### config.mk
export PLATFORM = sky130hd
export DESIGN_NAME = icp_ctrl_port
export DESIGN_NICKNAME = d
export VERILOG_FILES = /design/src/core/icp_pkg.sv /design/src/core/icp_ctrl_port.sv /design/src/core/icp_line_sync.sv
export SDC_FILE = /design/constraint.sdc
export NUM_CORES = 1
export LEC_CHECK = 0
export BUFFER_PORTS_ARGS = -buffer_cell sky130_fd_sc_hd__buf_2
export CORE_UTILIZATION = 55
export CTS_CLUSTER_SIZE = 10
export DETAILED_ROUTE_END_ITERATION = 16
export PLACE_DENSITY = 0.72
export SLEW_MARGIN = 15
export SYNTH_ARGS = -nofsm -noshare
export SYNTH_HDL_FRONTEND = slang
export SYNTH_HIERARCHICAL = 1
export SYNTH_SLANG_ARGS = --single-unit
### constraint.sdc
create_clock -name core_clk -period 4.39 [get_ports core_clk]
set_clock_uncertainty 0.05 [all_clocks]
set_input_delay 0.878 -clock core_clk [delete_from_list [all_inputs] [get_ports core_clk]]
set_output_delay 0.878 -clock core_clk [all_outputs]
set_load 0.02 [all_outputs]
### src/core/icp_pkg.sv
// shared constants and types of the two-wire control port
package icp_pkg;

  // ----------------------------------------------------------------
  // bus addressing
  // ----------------------------------------------------------------
  localparam logic [6:0] SLAVE_ADDR   = 7'h18; // 0011000
  localparam logic [7:0] ADDR_BYTE_WR = 8'h30;
  localparam logic [7:0] ADDR_BYTE_RD = 8'h31;
  localparam logic [3:0] BYTE_BITS    = 4'h8;

  // ----------------------------------------------------------------
  // register map
  // ----------------------------------------------------------------
  localparam logic [7:0] PTR_RESET    = 8'h00;
  localparam logic [7:0] REG_PWR      = 8'h17;
  localparam logic [7:0] REG_REV      = 8'hff;
  localparam logic [7:0] PWR_RESET    = 8'h00;
  localparam logic [7:0] PWR_WMASK    = 8'hef; // bit 4 always zero
  localparam logic [7:0] REV_DEFAULT  = 8'h5a; // arbitrary value
  localparam int         PWR_RSVD_BIT = 4;

  // ----------------------------------------------------------------
  // timing
  // ----------------------------------------------------------------
  localparam int CORE_CLK_HZ   = 125000000;
  localparam int SCL_MAX_KHZ   = 400;
  localparam int SCL_HALF_CYC  = CORE_CLK_HZ / (2 * SCL_MAX_KHZ * 1000);
  localparam int MIN_HALF_CYC  = 4; // sync latency plus one decision

  // ----------------------------------------------------------------
  // types
  // ----------------------------------------------------------------
  typedef enum logic [2:0] {
    ST_IDLE, ST_ADDR, ST_ACK, ST_WDAT, ST_RDAT, ST_RACK, ST_IGN
  } icp_state_t;

  typedef struct packed {
    logic power_down_ctl;
    logic left_line_input_enable;
    logic right_line_input_enable;
    logic zero_bit;
    logic left_dac_enable;
    logic right_dac_enable;
    logic left_adc_enable;
    logic right_adc_enable;
  } icp_pwr_reg_t;

  typedef struct packed {
    logic shutdown;
    logic left_line_preamp;
    logic right_line_preamp;
    logic left_dac;
    logic right_dac;
    logic left_adc;
    logic right_adc;
    logic hp_left_amp;
    logic hp_right_amp;
    logic line_l_to_r_mix;
    logic line_l_to_r_hp;
    logic dac_l_to_r_hp;
  } icp_power_t;

endpackage

### src/core/icp_ctrl_port.sv
// two-wire slave control port with power-management register
// Operation
// - answer address 0011000, lsb selects read/write
// - one bit per scl, sda change high = condition
// - start/stop are sda edges while scl high
// - stop honoured except in start's high pulse
// - pull sda low whole ninth pulse after byte
// - second byte sets pointer, data stored then increment
// - start then read address: pointer to zero
// - pointer increments per sent byte, stop restarts
// - pointer preset then repeated start reads there
// - read bits valid when scl rises
// - works with scl up to 400 kHz
// - power register bit layout, shutdown control
// - left line powers preamp, both amps outside mono modes, routes right if alone
// - right line powers preamp, and right amp outside mono modes
// - left dac powers left amp; outside mono modes powers right amp, feeds it if alone
// - read-only fixed revision register
module icp_ctrl_port #(
  parameter logic [7:0] REVISION_CODE = icp_pkg::REV_DEFAULT,
  parameter int         SCL_HALF_CYC  = icp_pkg::SCL_HALF_CYC
) (
  input  wire logic          core_clk,
  input  wire logic          rst_n,
  input  wire logic          scl_in,
  input  wire logic          sda_in,
  output logic               sda_out,
  output logic               sda_oe_n,
  input  wire logic [2:0]    headphone_amp_mode,
  output icp_pkg::icp_pwr_reg_t power_control,
  output icp_pkg::icp_power_t   power_state
);

  // ----------------------------------------------------------------
  // elaboration checks
  // ----------------------------------------------------------------
  // scl half period must outlast sync latency
  if (SCL_HALF_CYC < icp_pkg::MIN_HALF_CYC) begin : g_rate_chk
    $error("scl too fast for core clock sampling");
  end

  // ----------------------------------------------------------------
  // line conditioning
  // ----------------------------------------------------------------
  logic scl_hi, sda_hi, start_p, stop_p, scl_rise, scl_fall;

  icp_line_sync u_sync (
    .core_clk    (core_clk),
    .rst_n       (rst_n),
    .scl_pin     (scl_in),
    .sda_pin     (sda_in),
    .scl_hi      (scl_hi),
    .sda_hi      (sda_hi),
    .start_pulse (start_p),
    .stop_pulse  (stop_p),
    .scl_rise    (scl_rise),
    .scl_fall    (scl_fall)
  );

  // ----------------------------------------------------------------
  // register read mux
  // ----------------------------------------------------------------
  // revision register is constant, writes ignored
  function automatic logic [7:0] reg_read(
    input logic [7:0]           idx,
    input icp_pkg::icp_pwr_reg_t pwr
  );
    logic [7:0] val;
    val = 8'h00;
    if (idx == icp_pkg::REG_PWR) begin
      val = pwr;
    end else if (idx == icp_pkg::REG_REV) begin
      val = REVISION_CODE;
    end
    return val;
  endfunction

  // ----------------------------------------------------------------
  // protocol state
  // ----------------------------------------------------------------
  icp_pkg::icp_state_t   st_r, st_nxt;
  logic [3:0]            bcnt_r, bcnt_nxt;
  logic [7:0]            shf_r, shf_nxt;
  logic [7:0]            ptr_r, ptr_nxt;
  logic                  rw_r, rw_nxt;       // 1 = read transfer
  logic                  first_r, first_nxt; // next write byte is pointer
  logic                  preset_r, preset_nxt;
  logic                  sthi_r, sthi_nxt;   // start in this high pulse
  logic                  more_r, more_nxt;   // master acked last byte
  logic                  oe_n_r, oe_n_nxt;
  icp_pkg::icp_pwr_reg_t pwr_r, pwr_nxt;
  logic                  wr_stb;
  logic                  rd_addr_hit;
  logic [7:0]            tx;

  // bus sequencing, one decision per synchronised scl edge
  always_comb begin
    st_nxt      = st_r;
    bcnt_nxt    = bcnt_r;
    shf_nxt     = shf_r;
    ptr_nxt     = ptr_r;
    rw_nxt      = rw_r;
    first_nxt   = first_r;
    preset_nxt  = preset_r;
    sthi_nxt    = sthi_r;
    more_nxt    = more_r;
    oe_n_nxt    = oe_n_r;
    pwr_nxt     = pwr_r;
    wr_stb      = 1'b0;
    rd_addr_hit = 1'b0;
    tx          = reg_read(ptr_r, pwr_r);
    if (start_p) begin
      // start or repeated start opens an address phase
      st_nxt   = icp_pkg::ST_ADDR;
      bcnt_nxt = 4'h0;
      oe_n_nxt = 1'b1;
      sthi_nxt = 1'b1;
    end else if (stop_p && !sthi_r) begin
      // stop aborts anywhere, pointer preset forgotten
      st_nxt     = icp_pkg::ST_IDLE;
      oe_n_nxt   = 1'b1;
      preset_nxt = 1'b0;
    end else begin
      if (scl_fall) begin
        sthi_nxt = 1'b0;
      end
      unique case (st_r)
        icp_pkg::ST_IDLE, icp_pkg::ST_IGN: begin
          oe_n_nxt = 1'b1;
        end
        icp_pkg::ST_ADDR, icp_pkg::ST_WDAT: begin
          // data sampled on scl rise only
          if (scl_rise) begin
            shf_nxt  = {shf_r[6:0], sda_hi};
            bcnt_nxt = bcnt_r + 4'h1;
          end else if (scl_fall && bcnt_r == icp_pkg::BYTE_BITS) begin
            bcnt_nxt = 4'h0;
            if (st_r == icp_pkg::ST_ADDR) begin
              // compare upper seven bits, lsb is direction
              if (shf_r[7:1] == icp_pkg::SLAVE_ADDR) begin
                rw_nxt    = shf_r[0];
                first_nxt = ~shf_r[0];
                oe_n_nxt  = 1'b0;
                st_nxt    = icp_pkg::ST_ACK;
                // direct read restarts at register zero
                if (shf_r[0] && !preset_r) begin
                  rd_addr_hit = 1'b1;
                  ptr_nxt     = icp_pkg::PTR_RESET;
                end
              end else begin
                st_nxt = icp_pkg::ST_IGN;
              end
            end else begin
              // pointer byte first, then store and step
              if (first_r) begin
                ptr_nxt    = shf_r;
                preset_nxt = 1'b1;
                first_nxt  = 1'b0;
              end else begin
                wr_stb  = 1'b1;
                ptr_nxt = ptr_r + 8'h01;
                if (ptr_r == icp_pkg::REG_PWR) begin
                  pwr_nxt = shf_r & icp_pkg::PWR_WMASK;
                end
              end
              oe_n_nxt = 1'b0;
              st_nxt   = icp_pkg::ST_ACK;
            end
          end
        end
        icp_pkg::ST_ACK: begin
          // low held until the ninth pulse falls
          if (scl_fall) begin
            bcnt_nxt = 4'h0;
            if (rw_r) begin
              // first bit driven while scl low
              oe_n_nxt = tx[7];
              shf_nxt  = {tx[6:0], 1'b0};
              st_nxt   = icp_pkg::ST_RDAT;
            end else begin
              oe_n_nxt = 1'b1;
              st_nxt   = icp_pkg::ST_WDAT;
            end
          end
        end
        icp_pkg::ST_RDAT: begin
          if (scl_rise) begin
            bcnt_nxt = bcnt_r + 4'h1;
          end else if (scl_fall) begin
            if (bcnt_r == icp_pkg::BYTE_BITS) begin
              // step pointer after each sent byte
              ptr_nxt  = ptr_r + 8'h01;
              oe_n_nxt = 1'b1;
              bcnt_nxt = 4'h0;
              st_nxt   = icp_pkg::ST_RACK;
            end else begin
              // change sda only after scl falls
              oe_n_nxt = shf_r[7];
              shf_nxt  = {shf_r[6:0], 1'b0};
            end
          end
        end
        icp_pkg::ST_RACK: begin
          // master ack keeps burst going, nack ends it
          if (scl_rise) begin
            more_nxt = ~sda_hi;
          end else if (scl_fall) begin
            if (more_r) begin
              oe_n_nxt = tx[7];
              shf_nxt  = {tx[6:0], 1'b0};
              st_nxt   = icp_pkg::ST_RDAT;
            end else begin
              st_nxt = icp_pkg::ST_IGN;
            end
          end
        end
      endcase
    end
  end

  always_ff @(posedge core_clk) begin
    if (!rst_n) begin
      st_r     <= icp_pkg::ST_IDLE;
      bcnt_r   <= 4'h0;
      shf_r    <= 8'h00;
      ptr_r    <= icp_pkg::PTR_RESET;
      rw_r     <= 1'b0;
      first_r  <= 1'b0;
      preset_r <= 1'b0;
      sthi_r   <= 1'b0;
      more_r   <= 1'b0;
      oe_n_r   <= 1'b1;
      pwr_r    <= icp_pkg::PWR_RESET;
    end else begin
      st_r     <= st_nxt;
      bcnt_r   <= bcnt_nxt;
      shf_r    <= shf_nxt;
      ptr_r    <= ptr_nxt;
      rw_r     <= rw_nxt;
      first_r  <= first_nxt;
      preset_r <= preset_nxt;
      sthi_r   <= sthi_nxt;
      more_r   <= more_nxt;
      oe_n_r   <= oe_n_nxt;
      pwr_r    <= pwr_nxt;
    end
  end

  // ----------------------------------------------------------------
  // power distribution
  // ----------------------------------------------------------------
  icp_pkg::icp_power_t pst_r, pst_nxt;
  logic                on, mono;

  // enables decoded into block powers, all gated by shutdown
  always_comb begin
    on   = pwr_r.power_down_ctl;     // low = low-power shutdown
    mono = headphone_amp_mode[0];    // mono modes drop right amp
    pst_nxt.shutdown          = ~on;
    // left line preamp and its routing
    pst_nxt.left_line_preamp  = on & pwr_r.left_line_input_enable;
    pst_nxt.line_l_to_r_mix   = on & pwr_r.left_line_input_enable &
                                ~pwr_r.right_line_input_enable;
    pst_nxt.line_l_to_r_hp    = pst_nxt.line_l_to_r_mix & ~mono;
    pst_nxt.right_line_preamp = on & pwr_r.right_line_input_enable;
    // left dac feeds right amp when right dac off and not in a mono mode
    pst_nxt.left_dac          = on & pwr_r.left_dac_enable;
    pst_nxt.dac_l_to_r_hp     = on & pwr_r.left_dac_enable &
                                ~pwr_r.right_dac_enable & ~mono;
    // right dac needs left dac enabled
    pst_nxt.right_dac         = pst_nxt.left_dac &
                                pwr_r.right_dac_enable;
    // right adc needs left adc enabled
    pst_nxt.left_adc          = on & pwr_r.left_adc_enable;
    pst_nxt.right_adc         = pst_nxt.left_adc &
                                pwr_r.right_adc_enable;
    // amplifiers follow line and dac sources
    pst_nxt.hp_left_amp       = on & (pwr_r.left_line_input_enable |
                                      pwr_r.left_dac_enable);
    pst_nxt.hp_right_amp      = on & ~mono &
                                (pwr_r.left_line_input_enable |
                                 pwr_r.right_line_input_enable |
                                 pwr_r.left_dac_enable);
  end

  always_ff @(posedge core_clk) begin
    if (!rst_n) begin
      pst_r <= '0;
    end else begin
      pst_r <= pst_nxt;
    end
  end

  // open drain: only ever pull low, enable is active low
  assign sda_out       = 1'b0;
  assign sda_oe_n      = oe_n_r;
  assign power_control = pwr_r;
  assign power_state   = pst_r;

  // ----------------------------------------------------------------
  // assertions
  // ----------------------------------------------------------------
  foreign_release_a: assert property (
    @(posedge core_clk) disable iff (!rst_n)
    (st_r == icp_pkg::ST_IGN && !start_p) |=> oe_n_r)
    else $error("sda driven while ignoring bus");

  ack_hold_a: assert property (
    @(posedge core_clk) disable iff (!rst_n)
    (st_r == icp_pkg::ST_ACK) |-> !oe_n_r)
    else $error("acknowledge released early");

  start_addr_a: assert property (
    @(posedge core_clk) disable iff (!rst_n)
    start_p |=> (st_r == icp_pkg::ST_ADDR && bcnt_r == 4'h0))
    else $error("start did not open address phase");

  stop_idle_a: assert property (
    @(posedge core_clk) disable iff (!rst_n)
    (stop_p && !sthi_r) |=> (st_r == icp_pkg::ST_IDLE && oe_n_r))
    else $error("stop not honoured");

  read_ptr_zero_a: assert property (
    @(posedge core_clk) disable iff (!rst_n)
    rd_addr_hit |=> (ptr_r == icp_pkg::PTR_RESET) ##1
                    (st_r == icp_pkg::ST_ACK))
    else $error("read pointer not reset");

  write_step_a: assert property (
    @(posedge core_clk) disable iff (!rst_n)
    wr_stb |=> (ptr_r == $past(ptr_r) + 8'h01))
    else $error("pointer did not step after write");

  read_stable_a: assert property (
    @(posedge core_clk) disable iff (!rst_n)
    (st_r == icp_pkg::ST_RDAT && scl_hi && $past(scl_hi) &&
     $past(st_r) == icp_pkg::ST_RDAT) |-> $stable(oe_n_r))
    else $error("read data moved while scl high");

  rsvd_zero_a: assert property (
    @(posedge core_clk) disable iff (!rst_n)
    !pwr_r[icp_pkg::PWR_RSVD_BIT])
    else $error("reserved power bit set");

  shutdown_off_a: assert property (
    @(posedge core_clk) disable iff (!rst_n)
    !pwr_r.power_down_ctl [*2] |->
      (pst_r.shutdown && !pst_r.hp_left_amp && !pst_r.left_dac))
    else $error("power left on in shutdown");

  dac_pair_a: assert property (
    @(posedge core_clk) disable iff (!rst_n)
    pst_r.right_dac |-> (pst_r.left_dac && !pst_r.dac_l_to_r_hp))
    else $error("right dac without left dac");

endmodule

### src/core/icp_line_sync.sv
// line synchroniser and bus condition detector for scl and sda
module icp_line_sync (
  input  wire logic core_clk,
  input  wire logic rst_n,
  input  wire logic scl_pin,
  input  wire logic sda_pin,
  output logic      scl_hi,
  output logic      sda_hi,
  output logic      start_pulse,
  output logic      stop_pulse,
  output logic      scl_rise,
  output logic      scl_fall
);

  logic [1:0] meta_r, meta_nxt;  // first stage, read only by sync_r
  logic [1:0] sync_r, sync_nxt;
  logic [1:0] last_r, last_nxt;

  // ----------------------------------------------------------------
  // two-stage capture plus one history stage, lines idle high
  // ----------------------------------------------------------------
  always_comb begin
    meta_nxt = {scl_pin, sda_pin};
    sync_nxt = meta_r;
    last_nxt = sync_r;
  end

  always_ff @(posedge core_clk) begin
    if (!rst_n) begin
      meta_r <= 2'h3;
      sync_r <= 2'h3;
      last_r <= 2'h3;
    end else begin
      meta_r <= meta_nxt;
      sync_r <= sync_nxt;
      last_r <= last_nxt;
    end
  end

  // edges and conditions seen only on settled samples
  assign scl_hi      = sync_r[1];
  assign sda_hi      = sync_r[0];
  assign scl_rise    = sync_r[1] & ~last_r[1];
  assign scl_fall    = ~sync_r[1] & last_r[1];
  assign start_pulse = sync_r[1] & last_r[1] & last_r[0] & ~sync_r[0];
  assign stop_pulse  = sync_r[1] & last_r[1] & ~last_r[0] & sync_r[0];

endmodule

; ---- After elaboration in Yosys (flattened, before gate mapping)
; Cells that the tools add are included.
[totals]
ramBits = 0
word_cells = 210
latchBits = 0
memories = 0
rom_bits = 0
regBits = 54
[classes]
eq_ne = 39
n_addsub = 2
mux = 68
reduce_logical = 30
n_div = 0
bitwise = 38
shifts = 0
magnitude_cmp = 0
multipliers = 0
[op_table]
columns = op, count
row1 = $mux W8, 19
row2 = $mux W3, 11
row3 = $ne A4 B4 Y1 const B, 8
row4 = $pmux W8 S4, 1
row5 = $ne A2 B2 Y1 const B, 14
row6 = $reduce_and A9 Y1, 3
row7 = $mux W1, 25
row8 = $mux W4, 6
row9 = $and A1 B1 Y1, 20
row10 = $reduce_and A6 Y1, 3
row11 = $pmux W8 S2, 1
row12 = $ne A3 B3 Y1 const B, 5
row13 = $not A1 Y1, 15
row14 = $pmux W3 S4, 1
row15 = $pmux W4 S3, 1
row16 = $reduce_and A12 Y1, 1
row17 = $reduce_and A10 Y1, 1
row18 = $reduce_bool A2 Y1, 5
row19 = $eq A3 B3 Y1 const B, 3
row20 = $add A8 B1 Y8 const B, 1
row21 = $eq A8 B5 Y1 const B, 1
row22 = $eq A8 B8 Y1 const B, 1
row23 = $reduce_and A8 Y1, 1
row24 = $eq A7 B5 Y1 const B, 1
row25 = other kinds (20), 29

; ---- Depth between registers and ports, before layout
; Gate-level depths: netlist of the first run.
[logic_depth]
ltp_word = 8
ltp_mapped = 8

; ---- Modules after synthesis
; Netlist of the first run, hierarchy kept.
[modules_own_cells]
columns = module, instances, area_each_um2, cells_each
row1 = icp_ctrl_port, 1, 2516.2, 297
row2 = icp_line_sync, 1, 190.2, 16

; ---- Worst setup path before layout of the first run
; Ideal clock, no wire load.
[synth_timing]
kind = flip-flop to flip-flop
start = register u_sync.last_r[1]
end = register ptr_r[2]
n_path_buf = 1
t_required_ns = 4.221
path_slack_ns = 2.388
arrival_ns = 1.833
synth_period_minus_slack_ns = 2.002
path_stages_with_launch = 7
path_cell_list = dfxtp_1 > nor2b_1 > nand2b_1 > nor4_2 > o211ai_2 > buf_4 > o221a_2
[synth_via]
elab_cells_between_ends = 17
[synth_rtl]
columns = item, line
row1 = start: declaration, icp_line_sync.sv:17  ; logic [1:0] last_r, last_nxt;
row2 = start signal: assignment, icp_line_sync.sv:36  ; last_r <= last_nxt;
row3 = $and A1 B1 Y1 *, icp_line_sync.sv:44  ; assign scl_fall = ~sync_r[1] & last_r[1];
row4 = net scl_fall, icp_ctrl_port.sv:45  ; logic scl_hi, sda_hi, start_p, stop_p, scl_rise, scl_fall;
row5 = $logic_and A1 B1 Y1, icp_ctrl_port.sv:136  ; end else if (scl_fall && bcnt_r == icp_pkg::BYTE_BITS) begin
row6 = $ne A2 B2 Y1 (no line), -
row7 = $reduce_and A10 Y1 (no line) *, -
row8 = end signal: assignment, icp_ctrl_port.sv:226  ; ptr_r <= icp_pkg::PTR_RESET;
row9 = end signal: assignment, icp_ctrl_port.sv:238  ; ptr_r <= ptr_nxt;
row10 = end: declaration, icp_ctrl_port.sv:84  ; logic [7:0] ptr_r, ptr_nxt;
; Mark *: on every way through the listed nets, which the timed path passes. The rest lies on a longest branch.
; A chain may end at the register's enable or synchronous reset.

; ---- Final worst setup path of the first run
[layout_timing]
start = register u_sync.last_r[1]
end = register pwr_r (netlist bit power_control[6])
[layout_via]
elab_cells_between_ends = 14
[layout_rtl]
columns = item, line
row1 = $and A1 B1 Y1, icp_line_sync.sv:44
row2 = net scl_fall, icp_ctrl_port.sv:45
row3 = $logic_and A1 B1 Y1, icp_ctrl_port.sv:136
row4 = $reduce_and A8 Y1 (no line), -
row5 = end signal: assignment, icp_ctrl_port.sv:233  ; pwr_r <= icp_pkg::PWR_RESET;
row6 = end signal: assignment, icp_ctrl_port.sv:245  ; pwr_r <= pwr_nxt;
row7 = end: declaration, icp_ctrl_port.sv:91  ; icp_pkg::icp_pwr_reg_t pwr_r, pwr_nxt;
; The timed path passes the listed nets, and every way through them passes these cells.

==> results.py, run 1 <==
metrics = {
    "setup_path": {
        "crit_slowest_cell": "nor3_1",
        "worst-path-buf-inv": 0,
        "cp_data_arrival_time_ns": 2.65,
        "crit_chain": "nor2b_1 > nand2b_1 > nor3_1 > nand4_2 > mux2i_1 > nor2_1",
        "cp-start-kind": "register",
        "cp_max_fo": 8,
        "worst_ep_required_time_ns": 4.54,
        "cpPeakStageDelay_ns": 0.55,
        "cp_top_family": "simple AND/OR/NAND/NOR gates",
        "crit_path_end_kind": "register",
        "path_class": "reg2reg",
    },
    "synthesis": {
        "synthCells": 313,
        "synth-async-reset-ratio_pct": 0,
        "synth_cell_type_count": 59,
        "synth-edff-count": 0,
        "syn_avg_cell_area_um2": 8.65,
        "ys_seq_area_share_pct": 39.9,
        "synth_seq_cells": 54,
        "yosysWarnings": 6,
        "ys_dominant_reg_cell": "dfxtp_1",
        "synth_area_mm2": 0.00271,
    },
    "timing": {
        "finalHoldViolations": 0,
        "fmax_mhz": 399,
        "period_needed_ns": 2.50,
        "relSlewSlack_pct": 57.7,
        "rsz0062_at_grt": "false",
        "drv_slew": 0,
        "whs_ns": 0.364,
        "finalCritPeriodShare_pct": 57.1,
        "final-setup-viol-count": 0,
        "worst_slew_pin_slew_ns": 0.634,
        "setup_tns_ns": 0,
    },
    "finish": {
        "syn_to_final_growth_pct": 8.09,
        "fin_area_mm2": 0.00293,
        "drive_above_1_share_pct": 13.3,
        "num-nets-final": 341,
        "n_antenna_cell": 0,
    },
    "cts": {
        "clockBufferDepth": 2,
        "cts.sinks": 54,
        "cts.hold.buffers_added": 0,
        "cts_tree": "built",
        "clk_latency_ns": 0.31,
        "postCtsResizedCells": 0,
        "cts_setup_buffers": 0,
        "numCtsBuffers": 5,
        "cts_htree_levels": 2,
        "cts_root_buffer": "clkbuf_8",
        "clk_pin_slew_worst_paths_ns": 0.11,
    },
    "grt": {
        "grt_pass1_vias": 1898,
        "antenna_found_initial": 0,
        "grtUsageTotal_pct": 22.5,
        "grt_pass1_wl_um": 9340,
        "grt.overflow.total": 0,
        "grt_max_degree": 31,
    },
    "floorplanning": {
        "dieArea_mm2": 0.00520,
        "floorplan.initialDensity_pct": 57.3,
        "die_h_um": 72.1,
        "num_rows": 25,
        "ioPinCount": 29,
        "core_mm2": 0.00472,
        "dieWidth_um": 72.1,
    },
    "placed_design": {
        "hpwl_um": 4050,
        "place_area_mm2": 0.00283,
        "gp_congestion": 0.915,
        "port_buffers": 24,
    },
    "power": {
        "p_comb_share_pct": 5.4,
        "peakVddDrop_uv": 190,
        "seqPwrFrac_pct": 59.9,
        "intPower_mw": 0.630,
        "cellLeakagePower_nw": 1.15,
        "power.density_mw_per_mm2": 287,
        "pwr-share-clk_pct": 34.6,
        "switchingPower_mw": 0.209,
        "switching_share_pct": 24.9,
        "finalPower_mw": 0.840,
    },
    "routing": {
        "firstDrtPassIters": 4,
        "routed_via_density": 5.71,
        "drcViolationCount": 0,
        "finalWirelength_um": 5730,
        "postRouteAntennaNets": 0,
        "drt_first_iter_violations": 209,
        "vias": 2277,
        "wl_per_cell_um": 14.4,
    },
    "run_status": {
        "run_status": "completed",
    },
    "run": {
        "drv_cap": 0,
    },
    "min_path": {
        "hp-class": "reg2reg",
    },
}
==> cell families (layout without fill, tap and decap cells) <==
logic type      count (synthesis)  count (layout)  synth area share, %
simple gates                  138             138                 28.3
compound gates                 75              75                 19.9
flops                          54              54                 39.9
buf+inv                        28              46                 5.13
mux                            12              12                 4.53
fa+ha+maj                       3               3                 1.39
xor+xnor                        2               2                0.647
other cells                     1               2                0.139
==> through the flow <==
stage	setup WS (ns)	util [%]	std cells
after floorplan	2.39	-	314
after global placement	1.94	59.9	391
after detailed placement	1.88	59.9	391
after CTS	1.89	61.9	399
after global routing	1.66	61.9	399
final	1.89	61.9	399
==> flip-flops by register name, summed over array words and instances (netlist names) <==
signal	cells
preset_r	1
u_sync/meta_r	2
ptr_r	8
on	1
power_control	6
u_sync/last_nxt	2
first_r	1
u_sync/last_r	2
bcnt_r	4
rw_r	1
st_r	3
sda_oe_n	1
shf_r	8
more_r	1
power_state	12
sthi_r	1
==> Yosys cell counts, types with 3 or more instances <==
library cell | n | share of area [%]
a221o_1 | 3 | 1.1
mux2i_1 | 10 | 3.7
and2_1 | 6 | 1.4
clkbuf_1 | 4 | 0.55
a21o_1 | 3 | 0.83
nand2_1 | 27 | 3.7
o31ai_1 | 3 | 0.83
buf_4 | 6 | 1.7
o21ai_0 | 5 | 0.92
nor3_1 | 9 | 1.7
nor2b_1 | 12 | 2.8
nand3b_1 | 4 | 1.1
a221oi_1 | 3 | 0.97
nand2b_1 | 13 | 3.0
or3b_1 | 3 | 0.97
inv_1 | 14 | 1.9
and3_1 | 4 | 0.92
buf_2 | 3 | 0.55
nand3_1 | 11 | 2.0
nor2_1 | 30 | 4.2
a21oi_1 | 24 | 4.4
ha_1 | 3 | 1.4
a311oi_1 | 4 | 1.3
a211oi_1 | 7 | 1.9
dfxtp_1 | 54 | 40
==> power groups by stage <==
stage               registers [mW]  logic (mW)  clock network (mW)
global route                 0.504      0.0504               0.318
detailed placement           0.514      0.0451                   0
global placement             0.514      0.0451                   0
finish                       0.503      0.0457               0.291
floorplan                    0.512      0.0364                   0
CTS                          0.503      0.0452               0.296
==> cell usage in the layout, fill, tap and decap left out, types with 3 or more instances in the layout <==
cell	count
dfxtp_1	54
nor2_1	30
nand2_1	27
a21oi_1	24
buf_2	24
inv_1	14
nand2b_1	13
nor2b_1	12
nand3_1	11
mux2i_1	10
nor3_1	9
a211oi_1	7
and2_1	6
o21ai_0	5
clkbuf_8	5
a311oi_1	4
nand3b_1	4
and3_1	4
or3b_1	3
a221o_1	3
a221oi_1	3
a21o_1	3
o31ai_1	3
ha_1	3
==> layer usage <==
metal | share of wire (%) | global-route usage (%) | vias to the layer above
li1 | - | - | 1166
met1 | 52 | 33.9 | 1025
met2 | 42 | 32.3 | 76
met3 | 5.3 | 4.17 | 10
met4 | 1.1 | 6.97 | 0
met5 | 0 | 0 | -
==> cell type report <==
class / count / area [µm²]
flip-flops and latches: 54 / 1080
repair buffers: 24 / 120
well taps: 67 / 83.8
inverters: 14 / 52.6
multi-input cells: 232 / 1490
clock inverters: 3 / 28.8
clock buffers: 5 / 68.8
fillers: 423 / 1800
==> final timing paths <==
| path | start | end | slack, ns | cells after the start |
|---|---|---|---|---|
| min | u_sync/meta_r[1]$_SDFF_PN1_ | u_sync/last_nxt[1]$_SDFF_PN1_ | 0.36 | 1 |
| max reg2reg | u_sync/last_r[1]$_SDFF_PN1_ | power_control[6]$_SDFFE_PN0P_ | 1.89 | 6 |
| max | u_sync/last_r[1]$_SDFF_PN1_ | power_control[6]$_SDFFE_PN0P_ | 1.89 | 6 |
| min reg2reg | u_sync/meta_r[1]$_SDFF_PN1_ | u_sync/last_nxt[1]$_SDFF_PN1_ | 0.36 | 1 |
No activity file was read; power rests on OpenSTA's default activity.
==> inputs of run 2 (changes only) <==
--- a/config.mk
+++ b/config.mk
@@ -5,11 +5,12 @@
 export SDC_FILE = /design/constraint.sdc
 export NUM_CORES = 1
 export LEC_CHECK = 0
+export ABC_AREA = 1
 export BUFFER_PORTS_ARGS = -buffer_cell sky130_fd_sc_hd__buf_2
-export CORE_UTILIZATION = 55
+export CORE_UTILIZATION = 53
 export CTS_CLUSTER_SIZE = 10
 export DETAILED_ROUTE_END_ITERATION = 16
-export PLACE_DENSITY = 0.72
+export PLACE_DENSITY = 0.73
 export SLEW_MARGIN = 15
 export SYNTH_ARGS = -nofsm -noshare
 export SYNTH_HDL_FRONTEND = slang
==> constraint.sdc (replaced) <==
create_clock -name core_clk -period 2.1 [get_ports core_clk]
set_clock_uncertainty 0.05 [all_clocks]
set_input_delay 0.42 -clock core_clk [delete_from_list [all_inputs] [get_ports core_clk]]
set_output_delay 0.42 -clock core_clk [all_outputs]
set_load 0.02 [all_outputs]
==> run 2 against run 1 <==
  * Flip-flop and latch count unchanged
  * Clock power up 95%
  * Sequential share of layout area down 2.9 points
  * Sequential power rose to 2.6 times the previous value
  * Design area up 8.4%
  * Die area up 10%
  * Setup slack worse by 1.7 ns
  * Highest routed layer unchanged
==> results.py, run 2 <==
metrics = {
    "setup_path": {
        "cp_top_family": "simple AND/OR/NAND/NOR gates",
        "worstRegToRegCells": 9,
        "cp_max_fo": 7,
        "crit_chain": "inv_1 > nor2_1 > inv_1 > nand2_1 > nand2_1 > nor2_1 > nand2_1 > o21ai_0 > nor2_1",
        "worst-path-buf-inv": 2,
        "cp_data_arrival_time_ns": 2.03,
        "crit_path_end_kind": "register",
        "cpPeakStageDelay_ns": 0.36,
        "r2r_start": "u_sync/last_r[1]$_SDFF_PN1_",
        "crit_slowest_cell": "dfxtp_1",
        "reg2reg_to": "bcnt_r[1]$_SDFFE_PP0P_",
        "worst_ep_required_time_ns": 2.25,
        "rrSetupSlack_ns": 0.22,
        "cp-start-kind": "register",
        "path_class": "reg2reg",
    },
    "timing": {
        "fmax_mhz": 532,
        "setup_tns_ns": 0,
        "rsz0062_at_grt": "true",
        "final-setup-viol-count": 0,
        "drv_slew": 0,
        "finalHoldViolations": 0,
        "period_needed_ns": 1.88,
        "finalCritPeriodShare_pct": 89.5,
        "finalWorstSetupSlack_ns": 0.220,
        "whs_ns": 0.220,
    },
    "power": {
        "cellLeakagePower_nw": 1.56,
        "peakVddDrop_uv": 593,
        "pwr-share-clk_pct": 16.9,
        "finalPower_mw": 3.35,
        "p_comb_share_pct": 44.0,
        "intPower_mw": 1.88,
        "power.density_mw_per_mm2": 1060,
        "switching_share_pct": 43.9,
        "seqPwrFrac_pct": 39.0,
        "switchingPower_mw": 1.47,
    },
    "synthesis": {
        "synthTopCellsByArea": "dfxtp_1 38%, nand2_1 15%, nor2_1 11%",
        "synth_area_leader_cell": "dfxtp_1",
        "ys_dominant_reg_cell": "dfxtp_1",
        "synth_cell_type_count": 34,
        "synth-async-reset-ratio_pct": 0,
        "synth_seq_cells": 54,
        "synth_area_mm2": 0.00288,
        "synthCells": 454,
        "synth-edff-count": 0,
        "synth_commonest_cells": "118 x nand2_1, 83 x nor2_1, 58 x inv_1, 54 x dfxtp_1, 31 x nand3_1",
        "ys_seq_area_share_pct": 37.5,
        "yosysWarnings": 6,
        "yosys.area.top_type_share_pct": 37.5,
        "synth_most_common_cell": "nand2_1",
        "syn_avg_cell_area_um2": 6.35,
    },
    "finish": {
        "mostFrequentLayoutCell": "nand2_1",
        "num-nets-final": 493,
        "finalNonFillerCells": 553,
        "n_antenna_cell": 0,
        "largest_register_ffs": 12,
        "layout_common_cells": "117 x nand2_1, 82 x nor2_1, 58 x inv_1",
        "drive_above_1_share_pct": 13.5,
        "syn_to_final_growth_pct": 9.98,
        "post-route-util_pct": 61.3,
        "fin_area_mm2": 0.00317,
    },
    "cts": {
        "numCtsBuffers": 5,
        "clockBufferDepth": 2,
        "clk_pin_slew_worst_paths_ns": 0.09,
        "cts_setup_buffers": 0,
        "cts_htree_levels": 2,
        "cts_tree": "built",
        "postCtsResizedCells": 0,
        "cts.sinks": 54,
        "cts.hold.buffers_added": 0,
        "cts_root_buffer": "clkbuf_8",
        "clk_latency_ns": 0.31,
    },
    "placed_design": {
        "dp_cells": 546,
        "place_area_mm2": 0.00308,
        "pre_cts_ws_ns": 0.148,
        "hpwl_um": 4970,
        "gp_congestion": 0.903,
        "port_buffers": 24,
    },
    "routing": {
        "finalWirelength_um": 6430,
        "firstDrtPassIters": 4,
        "route.met2.wl_um": 3020,
        "wl_per_cell_um": 11.6,
        "dr_wl_met3_um": 220,
        "drt_first_iter_violations": 230,
        "wl_met1_um": 3050,
        "postRouteAntennaNets": 0,
        "drcViolationCount": 0,
        "routed_via_density": 4.97,
        "highest_layer": "met4",
        "vias": 2749,
    },
    "floorplanning": {
        "ioPinCount": 29,
        "num_rows": 26,
        "core_mm2": 0.00517,
        "dieWidth_um": 75.8,
        "floorplan.initialDensity_pct": 55.7,
        "die_h_um": 75.8,
        "dieArea_mm2": 0.00574,
    },
    "min_path": {
        "hp-start": "sda_in",
        "hp-class": "in2reg",
        "hold_depth": 3,
        "holdPathEnd": "u_sync/meta_r[0]$_SDFF_PN1_",
    },
    "grt": {
        "grtUsageTotal_pct": 24.4,
        "grt_max_degree": 21,
        "grt_pass1_vias": 2421,
        "grt_pass1_wl_um": 10600,
        "antenna_found_initial": 0,
        "grt.overflow.total": 0,
    },
    "run_status": {
        "run_status": "completed",
    },
    "run": {
        "drv_cap": 0,
    },
}
## run 2: cell types whose count changed after synthesis, moves of 5 or more
cell / before / now
a21oi_1: 24 / 13
nand2_2: 0 / 6
nor2_2: 0 / 5
inv_2: 0 / 6
inv_1: 14 / 58
nand3_1: 11 / 31
and2_1: 6 / 0
nor2b_1: 12 / 0
mux2i_1: 10 / 0
nand2b_1: 13 / 0
nand2_1: 27 / 118
nor2_1: 30 / 83
o21ai_0: 5 / 30
a211oi_1: 7 / 0
## run 2: final cells by class
type	count	area, µm²
fill	516	2000
clock buffer	5	68.8
clock inverter	2	15.0
timing repair buffer	29	158
sequential	54	1080
tap	70	87.6
inverter	65	246
multi-input combinational	328	1510
## run 2: worst reg2reg max path, cell delays in order (launching register included)
cell	delay, ns
dfxtp_1	0.36
inv_1	0.05
nor2_1	0.30
inv_1	0.12
nand2_1	0.12
nand2_1	0.12
nor2_1	0.11
nand2_1	0.16
o21ai_0	0.30
nor2_1	0.09
## run 2: worst max path at each step
stage	from	endpoint	slack [ns]	cells past startpoint
2_1_floorplan	bcnt_r[0]$_SDFFE_PP0P_	st_r[1]$_SDFFE_PP0P_	0.48	11
4_1_cts	bcnt_r[0]$_SDFFE_PP0P_	st_r[2]$_SDFFE_PP0P_	0.13	11
3_5_place_dp	bcnt_r[0]$_SDFFE_PP0P_	st_r[2]$_SDFFE_PP0P_	0.15	11
5_1_grt	bcnt_r[0]$_SDFFE_PP0P_	st_r[1]$_SDFFE_PP0P_	-0.002	11
3_3_place_gp	bcnt_r[0]$_SDFFE_PP0P_	st_r[1]$_SDFFE_PP0P_	0.23	11
6_report	u_sync/last_r[1]$_SDFF_PN1_	bcnt_r[1]$_SDFFE_PP0P_	0.22	9
## run 2: per-layer routing
metal  global-route usage, %  up-vias
li1                        -     1472
met3                    4.76       14
met5                       0        -
met4                    9.26        0
met2                    41.9       52
met1                    30.2     1211
## run 2: cells by family (layout without fill, tap and decap cells)
logic type,Yosys count,after routing,share of synthesized area (%)
compound gates,54,54,10.1
buf+inv,73,101,10.3
fa+ha+maj,3,3,1.30
simple gates,268,268,40.4
other cells,1,2,0.130
flops,54,54,37.5
xor+xnor,1,1,0.304
## run 2: power by group through the flow
stage | Combinational [mW] | Sequential (mW) | Clock (mW)
after floorplan | 1.20 | 1.30 | 0
after global placement | 1.44 | 1.33 | 0
after detailed placement | 1.47 | 1.33 | 0
after CTS | 1.47 | 1.30 | 0.584
after global routing | 1.72 | 1.33 | 0.619
final | 1.47 | 1.31 | 0.566
